--- config.mk ---
export PLATFORM = sky130hd
export DESIGN_NAME = adc_ctrl
export DESIGN_NICKNAME = d
export VERILOG_FILES = /design/src/hw/adc_ctrl_pkg.sv /design/src/hw/result_hold.sv /design/src/hw/adc_ctrl.sv
export SDC_FILE = /design/constraint.sdc
export NUM_CORES = 1
export LEC_CHECK = 0
export BUFFER_PORTS_ARGS = -buffer_cell sky130_fd_sc_hd__buf_2
export CAP_MARGIN = 25
export CORE_MARGIN = 2
export CORE_UTILIZATION = 51
export DETAILED_ROUTE_END_ITERATION = 8
export PLACE_DENSITY = 0.76
export SETUP_SLACK_MARGIN = 0.05
export SLEW_MARGIN = 20
export SYNTH_ARGS = -nofsm -noshare
export SYNTH_HDL_FRONTEND = slang
export SYNTH_HIERARCHICAL = 1
export SYNTH_SLANG_ARGS = --single-unit
export TNS_END_PERCENT = 100
--- constraint.sdc ---
create_clock -name core_clk_i -period 2.3 [get_ports core_clk_i]
set_input_delay 0.69 -clock core_clk_i [delete_from_list [all_inputs] [get_ports core_clk_i]]
set_output_delay 0.69 -clock core_clk_i [all_outputs]
set_load 0.01 [all_outputs]
--- src/hw/adc_ctrl_pkg.sv ---
// Shared constants and types of the converter control block
package adc_ctrl_pkg;
  // Register byte addresses
  localparam int unsigned ADDR_W = 5;
  localparam logic [ADDR_W-1:0] ADDR_CONFIG = 5'h00;
  localparam logic [ADDR_W-1:0] ADDR_EXCITE = 5'h04;
  localparam logic [ADDR_W-1:0] ADDR_STATUS = 5'h08;
  localparam logic [ADDR_W-1:0] ADDR_RESULT = 5'h0C;
  localparam logic [ADDR_W-1:0] ADDR_COMMAND = 5'h10;

  localparam int unsigned RESULT_W = 16;
  localparam int unsigned CFG_W = 13;
  localparam int unsigned EXC_W = 6;

  // Configuration word, low bit first: select, gain, bypass, rate, turbo, continuous
  typedef struct packed {
    logic continuous;
    logic turbo;
    logic [2:0] rate;
    logic amp_bypass_bit;
    logic [2:0] gain;
    logic [3:0] input_select_field;
  } cfg_t;

  // Excitation routing: 0 off, 1..4 analog_input_pin 0..3, 5 pair0 positive, 6 pair0 negative
  typedef struct packed {
    logic [2:0] src1_route;
    logic [2:0] src0_route;
  } exc_t;

  localparam cfg_t CFG_RESET = cfg_t'(13'h0000);
  localparam exc_t EXC_RESET = exc_t'(6'h00);

  // Status bit positions
  localparam int unsigned STAT_BUSY = 0;
  localparam int unsigned STAT_READY = 1;
  localparam int unsigned STAT_LOW_POWER = 2;
  localparam int unsigned STAT_BYPASS = 3;

  // Command codes, low three bits of the command word
  localparam logic [2:0] CMD_RESET = 3'h1;
  localparam logic [2:0] CMD_START = 3'h2;
  localparam logic [2:0] CMD_POWERDOWN = 3'h3;
  localparam logic [2:0] CMD_READ_DATA = 3'h4;
  localparam logic [2:0] CMD_READ_REG = 3'h5;
  localparam logic [2:0] CMD_WRITE_REG = 3'h6;

  // Input select codes: 0..7 differential, 8..B single-ended, C and D monitors
  localparam logic [3:0] SEL_SE_FIRST = 4'h8;
  localparam logic [3:0] SEL_SE_LAST = 4'hB;
  localparam logic [3:0] SEL_MON_REF = 4'hC;
  localparam logic [3:0] SEL_MON_SUPPLY = 4'hD;
  localparam logic [2:0] GAIN_BYPASS_MAX = 3'h2;

  localparam logic [1:0] RESP_OKAY = 2'h0;
  localparam logic [1:0] RESP_SLVERR = 2'h2;

  // Serial idle timeout, in modulator periods and in core cycles
  localparam longint unsigned CLK_PERIOD_PS = 10000;
  localparam longint unsigned MOD_PERIOD_NORMAL_PS = 3906250;
  localparam longint unsigned MOD_PERIOD_TURBO_PS = 1953125;
  localparam longint unsigned TMO_MODS_NORMAL = 13955;
  localparam longint unsigned TMO_MODS_TURBO = 27910;
  localparam int unsigned TMO_W = 23;
  localparam logic [TMO_W-1:0] TMO_CYC_NORMAL =
    TMO_W'((TMO_MODS_NORMAL * MOD_PERIOD_NORMAL_PS) / CLK_PERIOD_PS);
  localparam logic [TMO_W-1:0] TMO_CYC_TURBO =
    TMO_W'((TMO_MODS_TURBO * MOD_PERIOD_TURBO_PS) / CLK_PERIOD_PS);

  typedef enum logic {ST_IDLE, ST_CONV} conv_state_t;
endpackage

--- src/hw/result_hold.sv ---
`timescale 1ns/1ps
// Word register that takes a whole result at one edge
module result_hold #(
  parameter int unsigned W = 16
) (
  // Clock and control
  input wire logic core_clk_i,
  input wire logic reset_i,
  input wire logic ce_i,
  input wire logic load_i,
  // Data
  input wire logic [W-1:0] data_i,
  output logic [W-1:0] data_o
);
  logic [W-1:0] data_r;
  logic [W-1:0] data_nxt;

  // Whole-word load, so a reader never sees a mix of two results
  always_comb begin
    data_nxt = data_r;
    if (load_i) begin
      data_nxt = data_i;
    end
  end

  always_ff @(posedge core_clk_i) begin
    if (reset_i) begin
      data_r <= '0;
    end else if (ce_i) begin
      data_r <= data_nxt;
    end
  end

  assign data_o = data_r;
endmodule // result_hold

--- src/hw/adc_ctrl.sv ---
`timescale 1ns/1ps
// Conversion sequencing, result buffer and input configuration behind AXI4-Lite
// Summary of operation
// - All settings sit in two registers; of six command codes on the command port, only reset, start and powerdown act.
// - In single-shot mode a start command runs exactly one conversion whose result is buffered.
// - After a single-shot conversion the device falls back to its low-power idle state.
// - In continuous mode a new conversion starts at once when the previous one ends.
// - In continuous mode results arrive at the programmed output data rate.
// - The result buffer can be read at any time and always holds the last complete result.
// - A 4-bit input select field picks single-ended inputs, differential pairs or a mix.
// - A single-ended selection ties the negative converter input to the negative supply.
// - The select field also offers supply difference over 4 and reference difference over 4.
// - Each of the two excitation sources can go to any analog pin or to either pair-0 reference pin.
// - A 3-bit gain field selects a power-of-two gain from 1 to 128.
// - Full scale equals plus or minus the reference divided by the selected gain.
// - Each result is a 16-bit code proportional to the differential input.
// - The amplifier bypass bit takes effect only at gains 1, 2 and 4.
// - An incomplete command older than the modulator timeout is discarded.
module adc_ctrl #(
  parameter logic [adc_ctrl_pkg::TMO_W-1:0] TMO_NORMAL_CYC = adc_ctrl_pkg::TMO_CYC_NORMAL,
  parameter logic [adc_ctrl_pkg::TMO_W-1:0] TMO_TURBO_CYC = adc_ctrl_pkg::TMO_CYC_TURBO
) (
  // Clock, reset, enable
  input wire logic core_clk_i,
  input wire logic reset_i,
  input wire logic ce_i,
  // AXI4-Lite write
  input wire logic [adc_ctrl_pkg::ADDR_W-1:0] awaddr_i,
  input wire logic awvalid_i,
  output logic awready_o,
  input wire logic [31:0] wdata_i,
  input wire logic [3:0] wstrb_i,
  input wire logic wvalid_i,
  output logic wready_o,
  output logic [1:0] bresp_o,
  output logic bvalid_o,
  input wire logic bready_i,
  // AXI4-Lite read
  input wire logic [adc_ctrl_pkg::ADDR_W-1:0] araddr_i,
  input wire logic arvalid_i,
  output logic arready_o,
  output logic [31:0] rdata_o,
  output logic [1:0] rresp_o,
  output logic rvalid_o,
  input wire logic rready_i,
  // Modulator and filter
  input wire logic conv_done_i,
  input wire logic [adc_ctrl_pkg::RESULT_W-1:0] conv_data_i,
  output logic conv_start_o,
  output logic conv_run_o,
  output logic low_power_o,
  output logic [2:0] rate_o,
  output logic turbo_o,
  // Analog front end
  output logic [3:0] input_select_o,
  output logic neg_to_supply_o,
  output logic mon_supply_o,
  output logic mon_ref_o,
  output logic [2:0] gain_o,
  output logic amp_bypass_o,
  output logic [2:0] exc0_route_o,
  output logic [2:0] exc1_route_o
);
  import adc_ctrl_pkg::*;

  logic aw_held_r, aw_held_nxt;
  logic [ADDR_W-1:0] aw_addr_r, aw_addr_nxt;
  logic w_held_r, w_held_nxt;
  logic [31:0] w_data_r, w_data_nxt;
  logic [3:0] w_strb_r, w_strb_nxt;
  logic bvalid_r, bvalid_nxt;
  logic [1:0] bresp_r, bresp_nxt;
  logic rvalid_r, rvalid_nxt;
  logic [31:0] rdata_r, rdata_nxt;
  logic [1:0] rresp_r, rresp_nxt;
  logic [TMO_W-1:0] tmo_cnt_r, tmo_cnt_nxt;
  cfg_t cfg_r, cfg_nxt;
  exc_t exc_r, exc_nxt;
  conv_state_t state_r, state_nxt;
  logic start_r, start_nxt;
  logic ready_r, ready_nxt;
  logic cmd_start, cmd_stop, cmd_reset, res_read, load;
  logic bypass_eff;
  logic [TMO_W-1:0] tmo_limit;
  logic [RESULT_W-1:0] result;

  function automatic logic [31:0] merge_bytes(input logic [31:0] old_w, input logic [31:0] new_w,
                                              input logic [3:0] strb);
    logic [31:0] m;
    m = old_w;
    for (int i = 0; i < 4; i++) begin
      if (strb[i]) begin
        m[i*8 +: 8] = new_w[i*8 +: 8];
      end
    end
    return m;
  endfunction

  // Readies drop with ce_i so nothing is taken while state is frozen
  assign awready_o = ce_i && !aw_held_r && !bvalid_r;
  assign wready_o = ce_i && !w_held_r && !bvalid_r;
  assign arready_o = ce_i && !rvalid_r;
  assign bvalid_o = bvalid_r;
  assign bresp_o = bresp_r;
  assign rvalid_o = rvalid_r;
  assign rdata_o = rdata_r;
  assign rresp_o = rresp_r;

  assign bypass_eff = cfg_r.amp_bypass_bit && (cfg_r.gain <= GAIN_BYPASS_MAX);
  assign tmo_limit = cfg_r.turbo ? TMO_TURBO_CYC : TMO_NORMAL_CYC;

  // Bus slave, registers and command decode
  always_comb begin
    aw_held_nxt = aw_held_r;
    aw_addr_nxt = aw_addr_r;
    w_held_nxt = w_held_r;
    w_data_nxt = w_data_r;
    w_strb_nxt = w_strb_r;
    bvalid_nxt = bvalid_r;
    bresp_nxt = bresp_r;
    rvalid_nxt = rvalid_r;
    rdata_nxt = rdata_r;
    rresp_nxt = rresp_r;
    tmo_cnt_nxt = '0;
    cfg_nxt = cfg_r;
    exc_nxt = exc_r;
    cmd_start = 1'b0;
    cmd_stop = 1'b0;
    cmd_reset = 1'b0;
    res_read = 1'b0;
    if (bvalid_r && bready_i) begin
      bvalid_nxt = 1'b0;
    end
    if (awvalid_i && awready_o) begin
      aw_held_nxt = 1'b1;
      aw_addr_nxt = awaddr_i;
    end
    if (wvalid_i && wready_o) begin
      w_held_nxt = 1'b1;
      w_data_nxt = wdata_i;
      w_strb_nxt = wstrb_i;
    end
    // Half a command waits only so long, then the port starts afresh
    if (aw_held_r != w_held_r) begin
      if (tmo_cnt_r >= tmo_limit - 1'b1) begin
        aw_held_nxt = 1'b0;
        w_held_nxt = 1'b0;
      end else begin
        tmo_cnt_nxt = tmo_cnt_r + 1'b1;
      end
    end
    if (aw_held_r && w_held_r) begin
      aw_held_nxt = 1'b0;
      w_held_nxt = 1'b0;
      bvalid_nxt = 1'b1;
      bresp_nxt = RESP_OKAY;
      if (aw_addr_r == ADDR_CONFIG) begin
        cfg_nxt = cfg_t'(CFG_W'(merge_bytes(32'(cfg_r), w_data_r, w_strb_r)));
      end else if (aw_addr_r == ADDR_EXCITE) begin
        exc_nxt = exc_t'(EXC_W'(merge_bytes(32'(exc_r), w_data_r, w_strb_r)));
      end else if (aw_addr_r == ADDR_COMMAND) begin
        // Register reads and writes go over the bus itself, so those codes only acknowledge
        if (w_strb_r[0]) begin
          cmd_start = (w_data_r[2:0] == CMD_START);
          cmd_stop = (w_data_r[2:0] == CMD_POWERDOWN);
          cmd_reset = (w_data_r[2:0] == CMD_RESET);
        end
        if (cmd_reset) begin
          cfg_nxt = CFG_RESET;
          exc_nxt = EXC_RESET;
        end
      end else if (aw_addr_r != ADDR_STATUS && aw_addr_r != ADDR_RESULT) begin
        bresp_nxt = RESP_SLVERR;
      end
    end
    if (rvalid_r && rready_i) begin
      rvalid_nxt = 1'b0;
    end
    if (arvalid_i && arready_o) begin
      rvalid_nxt = 1'b1;
      rresp_nxt = RESP_OKAY;
      rdata_nxt = 32'h0000_0000;
      if (araddr_i == ADDR_CONFIG) begin
        rdata_nxt = 32'(cfg_r);
      end else if (araddr_i == ADDR_EXCITE) begin
        rdata_nxt = 32'(exc_r);
      end else if (araddr_i == ADDR_STATUS) begin
        rdata_nxt[STAT_BUSY] = (state_r == ST_CONV);
        rdata_nxt[STAT_READY] = ready_r;
        rdata_nxt[STAT_LOW_POWER] = (state_r == ST_IDLE);
        rdata_nxt[STAT_BYPASS] = bypass_eff;
      end else if (araddr_i == ADDR_RESULT) begin
        rdata_nxt = 32'(result);
        res_read = 1'b1;
      end else if (araddr_i != ADDR_COMMAND) begin
        rresp_nxt = RESP_SLVERR;
      end
    end
  end

  always_ff @(posedge core_clk_i) begin
    if (reset_i) begin
      aw_held_r <= 1'b0;
      aw_addr_r <= '0;
      w_held_r <= 1'b0;
      w_data_r <= 32'h0000_0000;
      w_strb_r <= 4'h0;
      bvalid_r <= 1'b0;
      bresp_r <= RESP_OKAY;
      rvalid_r <= 1'b0;
      rdata_r <= 32'h0000_0000;
      rresp_r <= RESP_OKAY;
      tmo_cnt_r <= '0;
      cfg_r <= CFG_RESET;
      exc_r <= EXC_RESET;
    end else if (ce_i) begin
      aw_held_r <= aw_held_nxt;
      aw_addr_r <= aw_addr_nxt;
      w_held_r <= w_held_nxt;
      w_data_r <= w_data_nxt;
      w_strb_r <= w_strb_nxt;
      bvalid_r <= bvalid_nxt;
      bresp_r <= bresp_nxt;
      rvalid_r <= rvalid_nxt;
      rdata_r <= rdata_nxt;
      rresp_r <= rresp_nxt;
      tmo_cnt_r <= tmo_cnt_nxt;
      cfg_r <= cfg_nxt;
      exc_r <= exc_nxt;
    end
  end

  // Conversion sequencer
  always_comb begin
    state_nxt = state_r;
    start_nxt = 1'b0;
    ready_nxt = ready_r;
    load = (state_r == ST_CONV) && conv_done_i;
    case (state_r)
      ST_IDLE: begin
        if (cmd_start) begin
          state_nxt = ST_CONV;
          start_nxt = 1'b1;
        end
      end
      ST_CONV: begin
        if (cmd_stop || cmd_reset) begin
          state_nxt = ST_IDLE;
        end else if (cmd_start) begin
          start_nxt = 1'b1;
        end else if (conv_done_i) begin
          if (cfg_r.continuous) begin
            start_nxt = 1'b1;
          end else begin
            state_nxt = ST_IDLE;
          end
        end
      end
      default: state_nxt = ST_IDLE;
    endcase
    // A result landing during its own read keeps the flag set
    if (res_read || cmd_reset) begin
      ready_nxt = 1'b0;
    end
    if (load) begin
      ready_nxt = 1'b1;
    end
  end

  always_ff @(posedge core_clk_i) begin
    if (reset_i) begin
      state_r <= ST_IDLE;
      start_r <= 1'b0;
      ready_r <= 1'b0;
    end else if (ce_i) begin
      state_r <= state_nxt;
      start_r <= start_nxt;
      ready_r <= ready_nxt;
    end
  end

  result_hold #(.W(RESULT_W)) u_result (
    .core_clk_i(core_clk_i),
    .reset_i(reset_i),
    .ce_i(ce_i),
    .load_i(load),
    .data_i(conv_data_i),
    .data_o(result)
  );

  assign conv_start_o = start_r;
  assign conv_run_o = (state_r == ST_CONV);
  assign low_power_o = (state_r == ST_IDLE);
  assign rate_o = cfg_r.rate;
  assign turbo_o = cfg_r.turbo;
  assign input_select_o = cfg_r.input_select_field;
  assign neg_to_supply_o = (cfg_r.input_select_field >= SEL_SE_FIRST) &&
                           (cfg_r.input_select_field <= SEL_SE_LAST);
  assign mon_ref_o = (cfg_r.input_select_field == SEL_MON_REF);
  assign mon_supply_o = (cfg_r.input_select_field == SEL_MON_SUPPLY);
  // Full scale is reference over gain; the filter scales with this code
  assign gain_o = cfg_r.gain;
  assign amp_bypass_o = bypass_eff;
  assign exc0_route_o = exc_r.src0_route;
  assign exc1_route_o = exc_r.src1_route;

  logic cfg_wr;
  assign cfg_wr = ce_i && aw_held_r && w_held_r && aw_addr_r == ADDR_CONFIG && (&w_strb_r);
endmodule // adc_ctrl

==> Flow_metrics.wiki <==
{| class="wikitable"
! Metric !! Value
|-
| Outcome || finished clean
|-
| Clock tree from TritonCTS || yes
|-
| P_sw || 988 uW
|-
| Total count of max-transition violations in the final report || 0
|-
| Fin Setup TNS || 0 ns
|-
| Drt initial violations || 337
|-
| Post-route design area || 5830 sq um
|-
| Worst-Margin Slew || 0.612 ns
|-
| Remaining routing DRC violations || 0
|-
| Number of endpoints with negative hold slack in the final report || 0
|-
| Gpl congestion || 0.838
|-
| Synthesis Warnings || 6
|-
| Total via count in the routed design || 4637
|-
| Yosys cell types || 60
|-
| Maximum capacitance violations || 0
|-
| Max FO, Critical Path || 7
|-
| Top flip-flop cell by instance count after synthesis || dfxtp_1
|-
| Clock transition at path regs || 0.10 ns
|-
| Fraction of power spent switching nets || 29.0%
|-
| Pleak || 2.22 nW
|-
| Horizontal die dimension || 105 um
|-
| Average instance area after synthesis || 8.32 sq um
|-
| Required time of the worst setup path || 1.61 ns
|-
| Worst endpoint data arrival time || 1.38 ns
|-
| Number of iterations in the first detailed-routing pass || 5
|-
| Number of cells produced by synthesis || 620
|-
| Final setup skew || 0.0129 ns
|-
| Remaining Overflow, GRT || 0
|-
| Crit path time final || 2.07 ns
|-
| Power density cells || 584 nW/um^2
|-
| Number of top-level pins || 136
|-
| Net count reported at finish || 770
|-
| Mean number of vias per cell || 5.56
|-
| CTS max path bufs || 2
|-
| Area of the mapped netlist || 5160 sq um
|-
| Placed cell areas || 5640 sq um
|-
| Portion of total power attributed to combinational logic || 12.8%
|-
| Final worst setup slack || 0.225 ns
|-
| Relative slew slack || 59.2%
|-
| Unrepaired setup endpoints after global routing || no
|-
| Initial Utilization || 52.8%
|-
| Class of the tightest hold or removal check || reg2reg
|-
| Post-DRT Antenna Nets || 0
|-
| Fraction of final layout cells with drive strength greater than 1 || 24.3%
|-
| Full die area || 10900 sq um
|-
| HPWL Detailed || 9180 um
|-
| Type of origin of the critical path || input pin
|-
| Kind of capture point of the worst setup path || primary output
|-
| Final design utilization || 59.7%
|-
| Floorplan core area || 9770 sq um
|-
| Rows || 36
|-
| Internal power component || 2.42 mW
|-
| Input/output buffers || 96
|-
| H-tree Lvls || 3
|-
| Count of flip-flops with a built-in enable after synthesis || 0
|-
| Period Utilization, post-route || 90.2%
|-
| Total routing usage reported by global routing || 23.2%
|-
| Wire length reported by the detailed router || 12800 um
|-
| Sequential share of the synthesized area || 40.0%
|-
| Multi-input combinational cell area || 2700 sq um
|-
| Vertical die dimension || 105 um
|-
| Clock sink count || 103
|-
| Count of state elements after synthesis || 103
|-
| Post-CTS setup buffer count || 0
|-
| Clock latency of the later-clocked register in the worst-skew pair || 0.38 ns
|-
| First-pass GRT wire length || 20700 um
|-
| Fraction of synthesis flops using an asynchronous set or reset pin || 0%
|-
| Clock network fraction of total power || 32.5%
|-
| Vias in the first global route || 4252
|-
| Sequential power share || 54.7%
|-
| Antenna Cells || 0
|-
| Total area of sequential cells || 2060 sq um
|-
| Placement Setup Slack || 0.152 ns
|-
| Largest net degree at the start of global routing || 35
|-
| Area Overhead vs Synth || 13.1%
|-
| Buffer cell driving the clock tree root || clkbuf_8
|-
| Routed wirelength normalized by instance count || 15.3 um
|-
| Crit path kind || in2out
|-
| Maximum clock rate || 0.482 GHz
|-
| Antenna violations before repair || 0
|-
| Fillers || 881
|-
| Final setup violating endpoints || 0
|-
| Worst hold-check slack || 0.466 ns
|-
| Number of buffers inserted during clock tree synthesis || 9
|-
| Max VDD drop || 0.000339 V
|}
-- stage by stage --
stage | cells | power [mW]
after floorplan | 637 | 2.21
after global placement | 818 | 2.31
after detailed placement | 818 | 2.33
after CTS | 834 | 3.42
after global routing | 834 | 3.55
final | 834 | 3.41
-- cell type report --
class	instances	area share (%)
Multi-Input combinational cell	452	46.2
Sequential cell	103	35.3
Timing Repair Buffer	119	11.6
Tap cell	133	2.85
Clock buffer	10	2.36
Clock inverter	6	0.922
Inverter	11	0.708
-- logic make-up (layout without fill, tap and decap cells) --
| kind of cell | Yosys count | after routing | synth area share [%] |
|---|---|---|---|
| AO/OA/AOI/OAI | 161 | 161 | 21.5 |
| XOR/XNOR | 1 | 1 | 0.170 |
| other | 1 | 18 | 0.0727 |
| multiplexers | 12 | 12 | 3.30 |
| buffers and inverters | 82 | 146 | 9.05 |
| adder cells (fa/ha/maj) | 3 | 3 | 0.728 |
| flip-flops | 103 | 103 | 40.0 |
| AND/OR/NAND/NOR | 257 | 257 | 25.2 |
-- path summary, 6_finish.rpt --
| path | start | to | slack, ns | depth (start not counted) |
|---|---|---|---|---|
| worst max-delay path | ce_i | wready_o | 0.23 | 5 |
| worst min register to register | w_data_r[7] | w_data_r[7] | 0.47 | 2 |
| worst max register to register | tmo_cnt_r[7] | tmo_cnt_r[8] | 0.32 | 6 |
| worst min-delay path | w_data_r[7] | w_data_r[7] | 0.47 | 2 |
-- power by group through the flow --
stage | sequential (mW) | combinational (mW) | clock [mW]
finish | 1.86 | 0.436 | 1.11
global route | 1.87 | 0.488 | 1.20
CTS | 1.86 | 0.432 | 1.12
detailed placement | 1.90 | 0.429 | 0
global placement | 1.90 | 0.416 | 0
floorplan | 1.89 | 0.320 | 0
-- what timing repair did --
action,CTS,global route
setup endpoints to repair,0,2
hold buffers,0,0
resized for setup,0,1
-- layer usage --
metal	vias to the layer above	global-route usage, %	routed length, um
met4	0	5.79	144
met1	2174	30.8	5710
met2	131	38.6	6230
met3	15	5.05	673
met5	-	0	0
li1	2317	-	-
-- state kept, by name (all words and copies together) (netlist names) --
signal,flops
rvalid_o,1
rate_o,3
bvalid_o,1
rdata_o,16
input_select_o,4
gain_o,3
w_strb_r,2
conv_start_o,1
bresp_o,1
conv_run_o,1
ready_r,1
w_data_r,13
w_held_r,1
tmo_cnt_r,23
exc1_route_o,3
exc0_route_o,3
cfg_r,2
u_result/data_o,16
aw_held_r,1
rresp_o,1
aw_addr_r,5
turbo_o,1
-- synthesized netlist by cell type, types with 2 or more instances --
cell type / count / area [sq um]
dfxtp_1: 103 / 2060
nand2_1: 88 / 330
a21oi_1: 59 / 295
nand3_1: 52 / 260
nor2_1: 41 / 154
buf_4: 30 / 225
a22oi_1: 20 / 150
buf_2: 18 / 90.1
clkbuf_1: 18 / 67.6
o21ai_0: 18 / 90.1
nand4_1: 15 / 93.8
a21bo_1: 14 / 140
inv_1: 11 / 41.3
a21oi_2: 10 / 87.6
a31oi_1: 10 / 62.6
mux2i_1: 8 / 80.1
nor3_1: 8 / 40.0
a22o_1: 7 / 61.3
or2_2: 6 / 37.5
nand2b_1: 5 / 31.3
nand3b_1: 5 / 37.5
or2_0: 5 / 31.3
a32oi_1: 4 / 35.0
and2_1: 4 / 25.0
mux4_2: 4 / 90.1
nor2b_1: 4 / 25.0
nor4_1: 4 / 25.0
a211oi_1: 3 / 22.5
buf_6: 3 / 33.8
ha_1: 3 / 37.5
o311ai_2: 3 / 48.8
a21bo_2: 2 / 20.0
and3_1: 2 / 12.5
and3b_1: 2 / 17.5
nand4b_1: 2 / 17.5
nor4bb_1: 2 / 20.0
o211ai_1: 2 / 15.0
o311ai_0: 2 / 17.5
o32ai_1: 2 / 17.5
-- critical path: stages --
cell and delay, ns:
buf_2 0.15, buf_4 0.17, nand2b_1 0.07, nor2_1 0.14
buf_2 0.16
-- layout by cell type, fill, tap and decap left out, types with 3 or more instances in the layout --
master	instances
dfxtp_1	103
buf_2	96
nand2_1	87
a21oi_1	59
nand3_1	52
nor2_1	41
buf_4	21
a22oi_1	20
o21ai_0	18
conb_1	18
nand4_1	15
a21bo_1	14
inv_1	11
a31oi_1	10
clkbuf_8	10
a21oi_2	10
mux2i_1	8
nor3_1	8
a22o_1	7
or2_2	6
nand2b_1	5
or2_0	5
nand3b_1	5
a32oi_1	4
nor2b_1	4
and2_1	4
nor4_1	4
mux4_2	4
a211oi_1	3
o311ai_2	3
ha_1	3
clkinv_4	3
No activity file was read; power rests on OpenSTA's default activity.
